### config.mk
export PLATFORM = sky130hd
export DESIGN_NAME = ssp_status_pg
export DESIGN_NICKNAME = d
export VERILOG_FILES = /design/src/shared/ssp_pkg.sv /design/src/logic/ssp_pg_delay.sv /design/src/logic/ssp_status_pg.sv
export SDC_FILE = /design/constraint.sdc
export NUM_CORES = 1
export LEC_CHECK = 0
export BUFFER_PORTS_ARGS = -buffer_cell sky130_fd_sc_hd__buf_4
export CORE_ASPECT_RATIO = 1.25
export CORE_MARGIN = 2
export CORE_UTILIZATION = 47
export CTS_CLUSTER_DIAMETER = 50
export DETAILED_ROUTE_END_ITERATION = 10
export MAX_ROUTING_LAYER = met4
export PLACE_DENSITY = 0.77
export SYNTH_ARGS = -nofsm -noshare
export SYNTH_HDL_FRONTEND = slang
export SYNTH_SLANG_ARGS = --single-unit
### constraint.sdc
create_clock -name clk -period 2.75 [get_ports clk]
set_input_delay 0.275 -clock clk [delete_from_list [all_inputs] [get_ports clk]]
set_output_delay 0.275 -clock clk [all_outputs]
set_load 0.05 [all_outputs]
### src/shared/ssp_pkg.sv
// Behaviour
// aggregate read returns seven status bytes, vendor first
// write to read-only command flags invalid command
// invalid command raises the bus alert line
// aggregate write never clears asserted status bits
// all-phases selector returns one fault bit per phase
// single phase selector returns bit 0 on status
// unused phases and bits 15:4 read zero
// summary bits 3..0 map to phases 3..0
// assert delay field 15:12, 1 or 2^N+1 ticks
// release delay field 11:8, 1 or 2^N+1 ticks
// mask bits 7..4 gate output voltage events
// mask bits 3,2 gate output current events
// mask bits 1,0 gate input overvoltage events
// setup writable only while conversion is disabled
// setup reset value taken from nonvolatile defaults
// power good low when off or sequencing or faulted
// turn-off fall and shutdown bypass assert delay
// unmasked faults count unless set to continue uninterrupted
// assert and release delays use independent counters
// counters advance per switching tick, restart on change
`default_nettype none

package ssp_pkg;

	// ----------------------------------------
	// command codes
	// ----------------------------------------
	localparam logic [7:0] CMD_AGGREGATE = 8'hdb;
	localparam logic [7:0] CMD_PHASE = 8'hdc;
	localparam logic [7:0] CMD_PG_SETUP = 8'he3;
	localparam logic [7:0] CMD_CLEAR_FAULTS = 8'h03;
	localparam logic [7:0] PHASE_ALL = 8'hff;

	// ----------------------------------------
	// field layout
	// ----------------------------------------
	localparam int AGG_W = 56;
	localparam int WORD_W = 16;
	localparam int IVC_BIT = 7;
	localparam int CML_BYTE_BIT = 1;
	localparam int ASSERT_DLY_LSB = 12;
	localparam int RELEASE_DLY_LSB = 8;
	localparam int DLY_FIELD_W = 4;
	localparam int MASK_W = 8;
	localparam int PHASE_MAX = 4;

	// event and mask bit positions, shared by the event vector and the mask
	localparam int MASK_OUT_OV_FAULT = 7;
	localparam int MASK_OUT_OV_WARN = 6;
	localparam int MASK_OUT_UV_FAULT = 5;
	localparam int MASK_OUT_UV_WARN = 4;
	localparam int MASK_OUT_OC_WARN = 3;
	localparam int MASK_OUT_OC_FAULT = 2;
	localparam int MASK_IN_OV_WARN = 1;
	localparam int MASK_IN_OV_FAULT = 0;

	// ----------------------------------------
	// reset values and timing
	// ----------------------------------------
	localparam logic [15:0] PG_SETUP_RESET = 16'h0000;
	localparam logic [7:0] STATUS_RESET = 8'h00;
	localparam int DELAY_CNT_W = 17;

endpackage : ssp_pkg

`default_nettype wire
### src/logic/ssp_pg_delay.sv
`default_nettype none

// one power-good delay timer, counts switching ticks while run holds
module ssp_pg_delay #(
	parameter int CNT_W = ssp_pkg::DELAY_CNT_W
) (
	// clock and reset
	input wire logic clk,
	input wire logic rst_n,
	// control
	input wire logic tick,
	input wire logic run,
	input wire logic [ssp_pkg::DLY_FIELD_W-1:0] code,
	// result
	output logic done
);

	// the longest code needs 2^15+1 ticks; counters narrower than DELAY_CNT_W are refused
	if (CNT_W < ssp_pkg::DELAY_CNT_W)
		$error("ssp_pg_delay: CNT_W too small for the longest delay");

	typedef struct packed {
		logic [CNT_W-1:0] count;
		logic done;
	} ssp_delay_state_t;

	ssp_delay_state_t s_q;
	ssp_delay_state_t s_d;
	logic [CNT_W-1:0] target;
	logic [CNT_W-1:0] countInc;

	// ----------------------------------------
	// target and next state
	// ----------------------------------------
	// code 0 is one tick, otherwise 2^N+1 ticks
	always_comb
	begin
		target = (code == '0) ? CNT_W'(1) : ((CNT_W'(1) << code) + CNT_W'(1));
		countInc = s_q.count + CNT_W'(1);
		s_d = s_q;
		if (!run)
		begin
			s_d.count = '0; // restart whenever the condition drops
			s_d.done = 1'b0;
		end
		else if (tick && !s_q.done)
		begin
			s_d.count = countInc; // one step per switching tick
			s_d.done = (countInc >= target);
		end
	end

	// ----------------------------------------
	// state register
	// ----------------------------------------
	always_ff @(posedge clk)
	begin
		if (!rst_n)
			s_q <= '0;
		else
			s_q <= s_d;
	end

	assign done = s_q.done;

endmodule : ssp_pg_delay

`default_nettype wire

### src/logic/ssp_status_pg.sv
`default_nettype none

// status summary reads and power-good qualification
module ssp_status_pg #(
	parameter int PHASES = ssp_pkg::PHASE_MAX
) (
	// clock and reset
	input wire logic clk,
	input wire logic rst_n,
	// switching-period clock from the modulator, asynchronous here
	input wire logic pwmClk,
	// command port
	input wire logic cmdValid,
	input wire logic cmdWrite,
	input wire logic [7:0] cmdCode,
	input wire logic [15:0] cmdWdata,
	input wire logic [7:0] phaseSel,
	output logic rdValid,
	output logic [55:0] rdData,
	// status bytes from the rest of the device
	input wire logic [7:0] vendorStatusByte,
	input wire logic [7:0] statusOther,
	input wire logic [7:0] statusCml,
	input wire logic [7:0] statusTemp,
	input wire logic [7:0] statusInput,
	input wire logic [7:0] statusIout,
	input wire logic [7:0] statusVout,
	// stack
	input wire logic [1:0] stackPhases,
	input wire logic [PHASES-1:0] phaseFaultIn,
	input wire logic [PHASES-1:0] phaseAnyStatus,
	// nonvolatile default for the power-good setup
	input wire logic [15:0] pgSetupNvm,
	// converter sequence state
	input wire logic convEnabled,
	input wire logic inTonDelay,
	input wire logic inTonRise,
	input wire logic inToffFall,
	input wire logic inFaultShutdown,
	// fault and warning events, laid out as the mask bits
	input wire logic [7:0] pgEvents,
	input wire logic [7:0] pgContinue,
	// outputs
	output logic powerGoodOut,
	output logic smbAlert_n,
	output logic invalidCommandFlag,
	output logic statusByteCml,
	output logic [15:0] powerGoodSetup
);

	// the summary word holds four phase bits only
	if (PHASES < 1 || PHASES > ssp_pkg::PHASE_MAX)
		$error("ssp_status_pg: PHASES must be 1 to 4");

	typedef struct packed {
		logic [1:0] pwmSync;
		logic pwmPrev;
		logic cfgLoaded;
		logic [15:0] pgSetup;
		logic [PHASES-1:0] phaseLatch;
		logic ivcFlag;
		logic cmlBit;
		logic alert_n;
		logic pgOut;
		logic rdValid;
		logic [55:0] rdData;
	} ssp_core_state_t;

	ssp_core_state_t s_q;
	ssp_core_state_t s_d;

	logic pwmTick;
	logic qualified;
	logic forcedLow;
	logic bypassLow;
	logic assertDone;
	logic releaseDone;
	logic [PHASES-1:0] phaseUsed;
	logic [PHASES-1:0] phaseSummary;
	logic [15:0] phaseWord;
	logic [55:0] aggregate;
	logic [7:0] cmlMerged;
	logic isRead;
	logic isWrite;

	// ----------------------------------------
	// phase bookkeeping
	// ----------------------------------------
	// a phase counts as used only up to the configured stack size
	for (genvar p = 0; p < PHASES; p++)
	begin : g_phase
		assign phaseUsed[p] = (p <= int'(stackPhases));
		assign phaseSummary[p] = s_q.phaseLatch[p] & phaseUsed[p];
	end

	// ----------------------------------------
	// read data
	// ----------------------------------------
	always_comb
	begin
		phaseWord = '0; // reserved bits stay zero
		if (phaseSel == ssp_pkg::PHASE_ALL)
			phaseWord[PHASES-1:0] = phaseSummary;
		else if (phaseSel < 8'(PHASES) && phaseUsed[phaseSel[1:0]])
			phaseWord[0] = phaseAnyStatus[phaseSel[1:0]];
		else
			phaseWord = '0; // unassigned phase reads zero
		cmlMerged = statusCml;
		cmlMerged[ssp_pkg::IVC_BIT] = statusCml[ssp_pkg::IVC_BIT] | s_q.ivcFlag;
		aggregate = {vendorStatusByte, statusOther, cmlMerged, statusTemp,
			statusInput, statusIout, statusVout};
	end

	// ----------------------------------------
	// power-good qualification
	// ----------------------------------------
	// a set mask bit hides the event; continue-uninterrupted faults are dropped too
	assign qualified = |(pgEvents & ~s_q.pgSetup[ssp_pkg::MASK_W-1:0] & ~pgContinue);
	assign forcedLow = !convEnabled || inTonDelay || inTonRise;
	assign bypassLow = inToffFall || inFaultShutdown;
	// edge of the synchronised switching clock; stage 0 is read only by stage 1
	assign pwmTick = s_q.pwmSync[1] & ~s_q.pwmPrev;
	assign isRead = cmdValid && !cmdWrite;
	assign isWrite = cmdValid && cmdWrite;

	// ----------------------------------------
	// independent delay timers
	// ----------------------------------------
	ssp_pg_delay #(
		.CNT_W(ssp_pkg::DELAY_CNT_W)
	) u_assertTimer (
		.clk(clk),
		.rst_n(rst_n),
		.tick(pwmTick),
		.run(qualified && s_q.pgOut),
		.code(s_q.pgSetup[ssp_pkg::ASSERT_DLY_LSB +: ssp_pkg::DLY_FIELD_W]),
		.done(assertDone)
	);

	ssp_pg_delay #(
		.CNT_W(ssp_pkg::DELAY_CNT_W)
	) u_releaseTimer (
		.clk(clk),
		.rst_n(rst_n),
		.tick(pwmTick),
		.run(!qualified && !s_q.pgOut && !forcedLow && !bypassLow),
		.code(s_q.pgSetup[ssp_pkg::RELEASE_DLY_LSB +: ssp_pkg::DLY_FIELD_W]),
		.done(releaseDone)
	);

	// ----------------------------------------
	// next state
	// ----------------------------------------
	always_comb
	begin
		s_d = s_q;
		s_d.pwmSync = {s_q.pwmSync[0], pwmClk};
		s_d.pwmPrev = s_q.pwmSync[1];

		// nonvolatile default taken once, the cycle after reset release
		if (!s_q.cfgLoaded)
		begin
			s_d.pgSetup = pgSetupNvm;
			s_d.cfgLoaded = 1'b1;
		end

		// phase latches: hardware set wins over a host clear in the same cycle
		if (isWrite && cmdCode == ssp_pkg::CMD_PHASE)
			s_d.phaseLatch = s_q.phaseLatch & cmdWdata[PHASES-1:0];
		s_d.phaseLatch = s_d.phaseLatch | phaseFaultIn;

		// clear-faults drops the communication flags; a new refusal still wins
		if (isWrite && cmdCode == ssp_pkg::CMD_CLEAR_FAULTS)
		begin
			s_d.ivcFlag = 1'b0;
			s_d.cmlBit = 1'b0;
		end
		// aggregate is read-only; the write clears no status bit, it only sets the refusal flags
		if (isWrite && cmdCode == ssp_pkg::CMD_AGGREGATE)
		begin
			s_d.ivcFlag = 1'b1;
			s_d.cmlBit = 1'b1;
		end
		// setup is read-only while converting, so the write is refused
		if (isWrite && cmdCode == ssp_pkg::CMD_PG_SETUP)
		begin
			if (!convEnabled && s_q.cfgLoaded)
				s_d.pgSetup = cmdWdata;
			else if (convEnabled)
			begin
				s_d.ivcFlag = 1'b1;
				s_d.cmlBit = 1'b1;
			end
		end
		s_d.alert_n = !(s_d.ivcFlag || s_d.cmlBit);

		// read answer one cycle after the request
		s_d.rdValid = isRead;
		if (isRead)
		begin
			unique case (cmdCode)
				ssp_pkg::CMD_AGGREGATE: s_d.rdData = aggregate;
				ssp_pkg::CMD_PHASE: s_d.rdData = {40'h0, phaseWord};
				ssp_pkg::CMD_PG_SETUP: s_d.rdData = {40'h0, s_q.pgSetup};
				default: s_d.rdData = '0;
			endcase
		end

		// power good: forced low states win, then the timers decide
		if (forcedLow || bypassLow)
			s_d.pgOut = 1'b0;
		else if (s_q.pgOut && assertDone)
			s_d.pgOut = 1'b0;
		else if (!s_q.pgOut && releaseDone)
			s_d.pgOut = 1'b1;
	end

	// ----------------------------------------
	// state register
	// ----------------------------------------
	always_ff @(posedge clk)
	begin
		if (!rst_n)
		begin
			s_q <= '0;
			s_q.pgSetup <= ssp_pkg::PG_SETUP_RESET;
			s_q.alert_n <= 1'b1;
		end
		else
			s_q <= s_d;
	end

	// ----------------------------------------
	// outputs, all straight from flops
	// ----------------------------------------
	assign rdValid = s_q.rdValid;
	assign rdData = s_q.rdData;
	assign powerGoodOut = s_q.pgOut;
	assign smbAlert_n = s_q.alert_n;
	assign invalidCommandFlag = s_q.ivcFlag;
	assign statusByteCml = s_q.cmlBit;
	assign powerGoodSetup = s_q.pgSetup;

endmodule : ssp_status_pg

`default_nettype wire

==> flow_summary.json, run 1 <==
{
  "status": "complete, no violations",
  "seq_area_frac_synth_pct": 33.8,
  "dp_cells": 1138,
  "place_area_sq_mm": 0.00852,
  "crit_chain": "ha_1, nand3_1, nor3_2, and2_4, nand2_1, xnor2_1, ha_1, a21o_1, a21oi_1, nor2b_1, a2111oi_2, a311oi_1",
  "setup_viol": 0,
  "synth_top_cell_area_share_pct": 33.8,
  "cts_buffer_depth": 2,
  "whs_ps": 70.3,
  "drtPass1Iterations": 5,
  "yosysTopAreaCell": "dfxtp_1",
  "final_nets": 1153,
  "vias_per_cell": 5.30,
  "cts.htree.levels": 4,
  "drv_slew": 0,
  "cp-end-kind": "register",
  "worst_setup_path_start_kind": "register",
  "portBuffers": 216,
  "die_w_microns": 114,
  "crit_path_frequent_cell": "ha_1",
  "final_cells": 1170,
  "initial_core_util_pct": 47.9,
  "ir_worst_vdd_mv": 0.481,
  "max_freq_mhz": 387,
  "dieArea_sq_mm": 0.0162,
  "total_leakage_power_nw": 4.01,
  "synth_seq_cells": 121,
  "p_per_area_mw_per_mm2": 489,
  "synth_area_leaders": "dfxtp_1 (34%), buf_4 (8.0%), ha_1 (6.6%), a22oi_1 (5.3%), nor2b_1 (4.7%)",
  "yosysWarnings": 0,
  "pwr-share-comb_pct": 10.5,
  "hold_class": "primary input to register",
  "worstMarginPinSlew_ps": 798,
  "relSlewSlack_pct": 46.3,
  "io_pins": 217,
  "cts_tree": "yes",
  "place_congestion": 0.887,
  "p_seq_share_pct": 40.6,
  "grt_pass1_wl_mm": 29.7,
  "drt_wl_total_mm": 19.4,
  "final_core_util_pct": 61.0,
  "final_cell_area_sq_mm": 0.00912,
  "hold_violations": 0,
  "clock_skew_ps": 9.28,
  "synthTopCellsByCount": "dfxtp_1 (121), nand2_1 (81), buf_4 (76)",
  "grt_max_degree": 86,
  "rr_startpoint": "u_assertTimer.s_q[2]$_SDFFE_PN0P_",
  "grt.overflow.total": 0,
  "worstPathArrival_ps": 2850,
  "dpl.hpwl_mm": 14.9,
  "period_share_pct": 93.9,
  "grt_pass1_vias": 6012,
  "drtIter0Drc": 306,
  "cts_made_buffers": 17,
  "cts.clk_slew.worst_paths_ps": 50,
  "core_area_sq_mm": 0.0150,
  "synth_area_per_cell_sq_um": 8.74,
  "hold_depth": 2,
  "n_fill_cell": 1366,
  "fin_ws_ps": 169,
  "synth_area_sq_mm": 0.00716,
  "antenna_cells": 0,
  "crit_path_top_delay_cell": "dfxtp_1",
  "drc": 0,
  "drive_gt1_share_pct": 30.3,
  "synth_ff_type": "dfxtp_1",
  "synth_enable_flop_cells": 0,
  "clkSinkCount": 121,
  "crit_required_ps": 3020,
  "crit_start": "u_assertTimer.s_q[2]$_SDFFE_PN0P_",
  "routedWlPerCell_microns": 16.6,
  "synth_cells": 819,
  "clk_latency_ps": 410,
  "critPathMaxStageDelay_ps": 380,
  "cp.depth": 12,
  "area.sequential_sq_mm": 0.00242,
  "r2r_slack_ps": 170,
  "cp_num_buf_inv": 0,
  "vias": 6197,
  "antenna_found_initial": 0,
  "cap_violations": 0,
  "power_switching_mw": 1.08,
  "yosysMostFrequentCell": "dfxtp_1",
  "reg2reg_depth": 12,
  "p_sw_share_pct": 24.3,
  "area.growth.synth_to_final_pct": 27.4,
  "rows": 50,
  "critical_path_class": "register to register",
  "cts_root_buf": "clkbuf_16",
  "track_usage_pct": 23.9,
  "critPathMaxFanout": 4,
  "die_h_microns": 142,
  "multi_input_area_sq_mm": 0.00398,
  "dp_slack_ps": 20.7,
  "min_period_ps": 2580,
  "critical_path.top_delay_family": "compound AO/OA/AOI/OAI gates",
  "ys_types": 64,
  "postRouteAntennaNets": 0,
  "internal_power_mw": 3.38,
  "p_clk_share_pct": 48.9,
  "synth_async_sr_flop_share_pct": 0,
  "min_from": "phaseFaultIn[2]"
}
==> final timing paths <==
| kind | end |
|---|---|
| worst max register to register | u_assertTimer.done$_SDFFE_PN0P_ |
| worst max-delay path | u_assertTimer.done$_SDFFE_PN0P_ |
| worst min-delay path | s_q[63]$_SDFF_PN0_ |
| worst min register to register | s_d[82]$_SDFF_PN0_ |
==> stage by stage <==
step	TNS, ps	power [mW]
final	0	4.46
after global routing	-28.8	4.63
after CTS	0	4.51
after detailed placement	0	2.32
after global placement	0	2.32
after floorplan	0	2.09
==> final cells by class <==
class                   instances  area share, %
clock buffers                  18           4.81
flip-flops and latches        121           26.5
well taps                     182           2.50
repair buffers                249           20.6
clock inverters                14           1.63
inverters                       6          0.247
multi-input cells             580           43.6
==> sequential cells by signal, indices dropped and copies added, names as in the netlist, 2 cells and up <==
signal and count:
rdData 56, u_assertTimer.s_q 17, u_releaseTimer.s_q 17, powerGoodSetup 16, s_q 5, s_d 2
==> power by group through the flow <==
| stage | Clock (mW) | Combinational, mW | Sequential (mW) |
|---|---|---|---|
| finish | 2.18 | 0.470 | 1.81 |
| global route | 2.31 | 0.506 | 1.81 |
| global placement | 0 | 0.467 | 1.85 |
| detailed placement | 0 | 0.471 | 1.85 |
| CTS | 2.23 | 0.473 | 1.81 |
| floorplan | 0 | 0.258 | 1.83 |
==> cell usage in the layout, fill, tap and decap left out, types with 6 or more instances in the layout <==
master,Yosys,routed
a21boi_1,12,12
a21oi_1,13,13
a22oi_1,51,51
and2_1,10,8
and3_1,7,7
buf_4,76,248
clkbuf_16,0,17
dfxtp_1,121,121
ha_1,38,38
inv_1,6,6
mux2i_1,21,21
nand2_1,81,81
nand3_1,35,35
nand4_1,14,14
nor2_1,58,58
nor2b_1,54,54
nor3_1,12,11
nor3b_1,6,6
nor4_1,6,6
o211a_1,17,17
o21a_1,9,9
o21ai_0,12,12
xnor2_1,31,31
xor2_1,31,31
==> layer usage <==
| layer | track usage [%] | wire, microns | up-vias |
|---|---|---|---|
| li1 | - | - | 3110 |
| met1 | 27.1 | 7910 | 2861 |
| met2 | 42.1 | 9890 | 200 |
| met3 | 4.73 | 1200 | 26 |
| met4 | 7.83 | 361 | 0 |
| met5 | - | 0 | - |
==> timing repair <==
action	CTS	global route
buffers inserted	0	0
setup endpoints to repair	0	1
hold endpoints to repair	0	0
hold buffers	0	0
resized for setup	0	4
==> kinds of logic after synthesis <==
kind of cell             after synthesis  synth area share (%)
AND/OR/NAND/NOR                      313                  23.1
adder cells (fa/ha/maj)               38                  6.64
AO/OA/AOI/OAI                        142                  14.9
buffers and inverters                121                  11.0
XOR/XNOR                              62                  7.58
flip-flops                           121                  33.8
multiplexers                          21                  2.93
other                                  1                0.0524
==> worst register-to-register path, delay by kind of cell (launching register included) <==
kind,cells,cell delay [ps]
compound gates,4,830
simple gates,5,600
fa+ha+maj,2,500
flops,1,380
xor+xnor,1,120
(Power assumes the default switching activity.)
==> run 2, diff against run 1 <==
ABC_AREA = 1   (was not set)
CORE_UTILIZATION = 48   (was 47)
PLACE_DENSITY = 0.78   (was 0.77)
==> run 2 against run 1 <==
Global-route usage rose by 3.1 points. Power rose by 12%. Via count is 20% higher. Wire length is 14% higher. Setup slack better by 70 ps. Fmax grew 2.8%. Combinational power increased by 56%. Sequential share of layout area decreased by 0.89 points. Clock skew about the same. Clock power rose by 11%. Largest cell class unchanged. Highest routed layer unchanged.
==> flow_summary.json, run 2 <==
{
  "status": "complete, no violations",
  "rows": 51,
  "worstPathArrival_ps": 2870,
  "cts-resized-gates": 0,
  "synth-xor-area-share_pct": 3.42,
  "setup_tns_ps": 0,
  "cp_num_buf_inv": 1,
  "yosysMostFrequentCell": "nand2_1",
  "rsz0062_at_grt": "false",
  "grt_use_met2_pct": 46.2,
  "cts.clk_slew.worst_paths_ps": 60,
  "dp_slack_ps": 242,
  "relSlewSlack_pct": 42.9,
  "vias": 7447,
  "place_congestion": 0.925,
  "cts_made_buffers": 17,
  "drtPass1Iterations": 4,
  "synthSimpleGateAreaFrac_pct": 28.5,
  "drv_slew": 0,
  "routedWlPerCell_microns": 15.4,
  "grt_pass1_wl_mm": 34.1,
  "hold_class": "primary input to register",
  "met3_usage_pct": 6.45,
  "gr-max-usage-layer": "met2",
  "crit_path_top_delay_cell": "dfxtp_1",
  "critical_path_class": "register to register",
  "portBuffers": 216,
  "hold_buffers": 0,
  "synth_seq_cells": 121,
  "drive_gt1_share_pct": 25.9,
  "clkSinkCount": 121,
  "cts_buffer_depth": 2,
  "cts.htree.levels": 4,
  "post_cts_buffers": 0,
  "area.growth.synth_to_final_pct": 24.9,
  "hold_violations": 0,
  "critPathMaxFanout": 5,
  "grt_pass1_vias": 7041,
  "critical_path.top_delay_family": "simple AND/OR/NAND/NOR gates",
  "layout_common_cells": "nand2_1 (252), buf_4 (228), dfxtp_1 (120)",
  "io_pins": 217,
  "synth_cells": 1080,
  "critPathMaxStageDelay_ps": 380,
  "postRouteAntennaNets": 0,
  "vias_per_cell": 5.18,
  "cts_tree": "yes",
  "synth_area_per_cell_sq_um": 7.01,
  "max_freq_mhz": 398,
  "grt_max_degree": 97,
  "setup_viol": 0,
  "worstMarginPinSlew_ps": 856,
  "crit_required_ps": 3110,
  "clk_latency_ps": 430,
  "place_area_sq_mm": 0.00880,
  "drc": 0,
  "crit_chain": "ha_1, nand2_1, nor2_4, nand3_1, inv_1, nand4_1, and2_1, ha_1, nand2_1, nor2_1, nand2_1, nor2_1, nand2_1, nand4_1, nand2_1, a21oi_1",
  "ir_worst_vdd_mv": 0.427,
  "synthTopCellsByCount": "nand2_1 (252), dfxtp_1 (121), a21oi_1 (94)",
  "yosysTopAreaCell": "dfxtp_1",
  "whs_ps": 26.6,
  "grt.met1_usage_pct": 29.4,
  "track_usage_pct": 27.1,
  "drtIter0Drc": 476,
  "cts_root_buf": "clkbuf_16",
  "total_leakage_power_nw": 4.35,
  "final_cell_area_sq_mm": 0.00945,
  "ys_types": 44,
  "synth_top_family_by_area": "simple AND/OR/NAND/NOR gates",
  "worst_setup_path_start_kind": "register",
  "synth_mux_area_share_pct": 2.38,
  "synth_async_sr_flop_share_pct": 0,
  "yosysWarnings": 0,
  "synth_enable_flop_cells": 0,
  "synth_fa_ha_area_share_pct": 6.28,
  "seq_area_frac_synth_pct": 32.0,
  "synth_area_sq_mm": 0.00757,
  "p_per_area_mw_per_mm2": 529,
  "die_w_microns": 116,
  "layout_commonest_cell": "nand2_1",
  "fin_ws_ps": 239,
  "crit_path_frequent_cell": "nand2_1",
  "min_period_ps": 2510,
  "synth_top_cell_area_share_pct": 32.0,
  "synth_area_leaders": "dfxtp_1 (32%), nand2_1 (13%), buf_4 (7.4%), ha_1 (6.3%), a21oi_1 (6.2%)",
  "cp-end-kind": "register",
  "largest_reg_flops": 56,
  "final_nets": 1389,
  "synth_ff_type": "dfxtp_1",
  "dieArea_sq_mm": 0.0168,
  "period_share_pct": 91.3,
  "cap_violations": 0,
  "dpl.hpwl_mm": 16.7,
  "grt.overflow.total": 0,
  "core_area_sq_mm": 0.0155,
  "antenna_found_initial": 1,
  "synth_compound_area_share_pct": 12.9,
  "drt_wl_total_mm": 22.1,
  "initial_core_util_pct": 48.8,
  "clock_skew_ps": 8.79,
  "die_h_microns": 144
}
-- run 2: cell types whose count changed after synthesis, sizes merged, moves of 27 or more --
| cell | delta |
|---|---|
| nand2 | +178 |
| a21oi | +84 |
| inv | +83 |
| o21ai | +65 |
| nor2b | -54 |
| a22oi | -51 |
| nor2 | +40 |
| xnor2 | -27 |
-- run 2: logic make-up after synthesis --
group | count (synthesis)
AO/OA/AOI/OAI | 186
XOR/XNOR | 27
adder cells (fa/ha/maj) | 38
buffers and inverters | 209
flip-flops | 121
multiplexers | 16
other | 1
AND/OR/NAND/NOR | 482
-- run 2: tightest hold or removal path, stage by stage --
cell and delay, ps:
buf_4 80, nand2_1 40, inv_1 40
-- run 2: area by class of cell --
type | count | area [sq um]
Fill cell | 1428 | 6060
Multi-Input combinational cell | 753 | 4070
Sequential cell | 121 | 2420
Timing Repair Buffer | 228 | 1710
Clock buffer | 18 | 439
Inverter | 90 | 338
Tap cell | 212 | 265
Clock inverter | 14 | 195
Antenna cell | 1 | 2.50
-- run 2: worst paths after layout --
path,start,endpoint,slack (ps),depth (start not counted)
worst max register to register,u_releaseTimer.s_q[1]$_SDFFE_PN0P_,u_releaseTimer.done$_SDFFE_PN0P_,240,16
worst min-delay path,pwmClk,s_d[84]$_SDFF_PN0_,30,3
worst min register to register,s_d[84]$_SDFF_PN0_,s_d[82]$_SDFF_PN0_,410,2
worst max-delay path,u_releaseTimer.s_q[1]$_SDFFE_PN0P_,u_releaseTimer.done$_SDFFE_PN0P_,240,16
-- run 2: metrics by stage --
stage | power, mW | std cells | utilization [%]
after floorplan | 2.37 | 1083 | -
after global placement | 2.61 | 1404 | 56.8
after detailed placement | 2.62 | 1404 | 56.8
after CTS | 5.02 | 1436 | 60.8
after global routing | 5.18 | 1437 | 60.9
final | 5.00 | 1437 | 60.9
-- run 2: power breakdown --
part | leakage, nW | switching [mW] | internal [mW]
clock | 0.299 | 0.867 | 1.54
combinational | 3.06 | 0.440 | 0.291
sequential | 0.987 | 0.0454 | 1.81
total | 4.35 | 1.35 | 3.64
-- run 2: metal layers --
layer / vias up / wire length (microns)
met3: 54 / 1660
li1: 3733 / -
met4: 0 / 728
met2: 262 / 10900
met5: - / 0
met1: 3398 / 8790
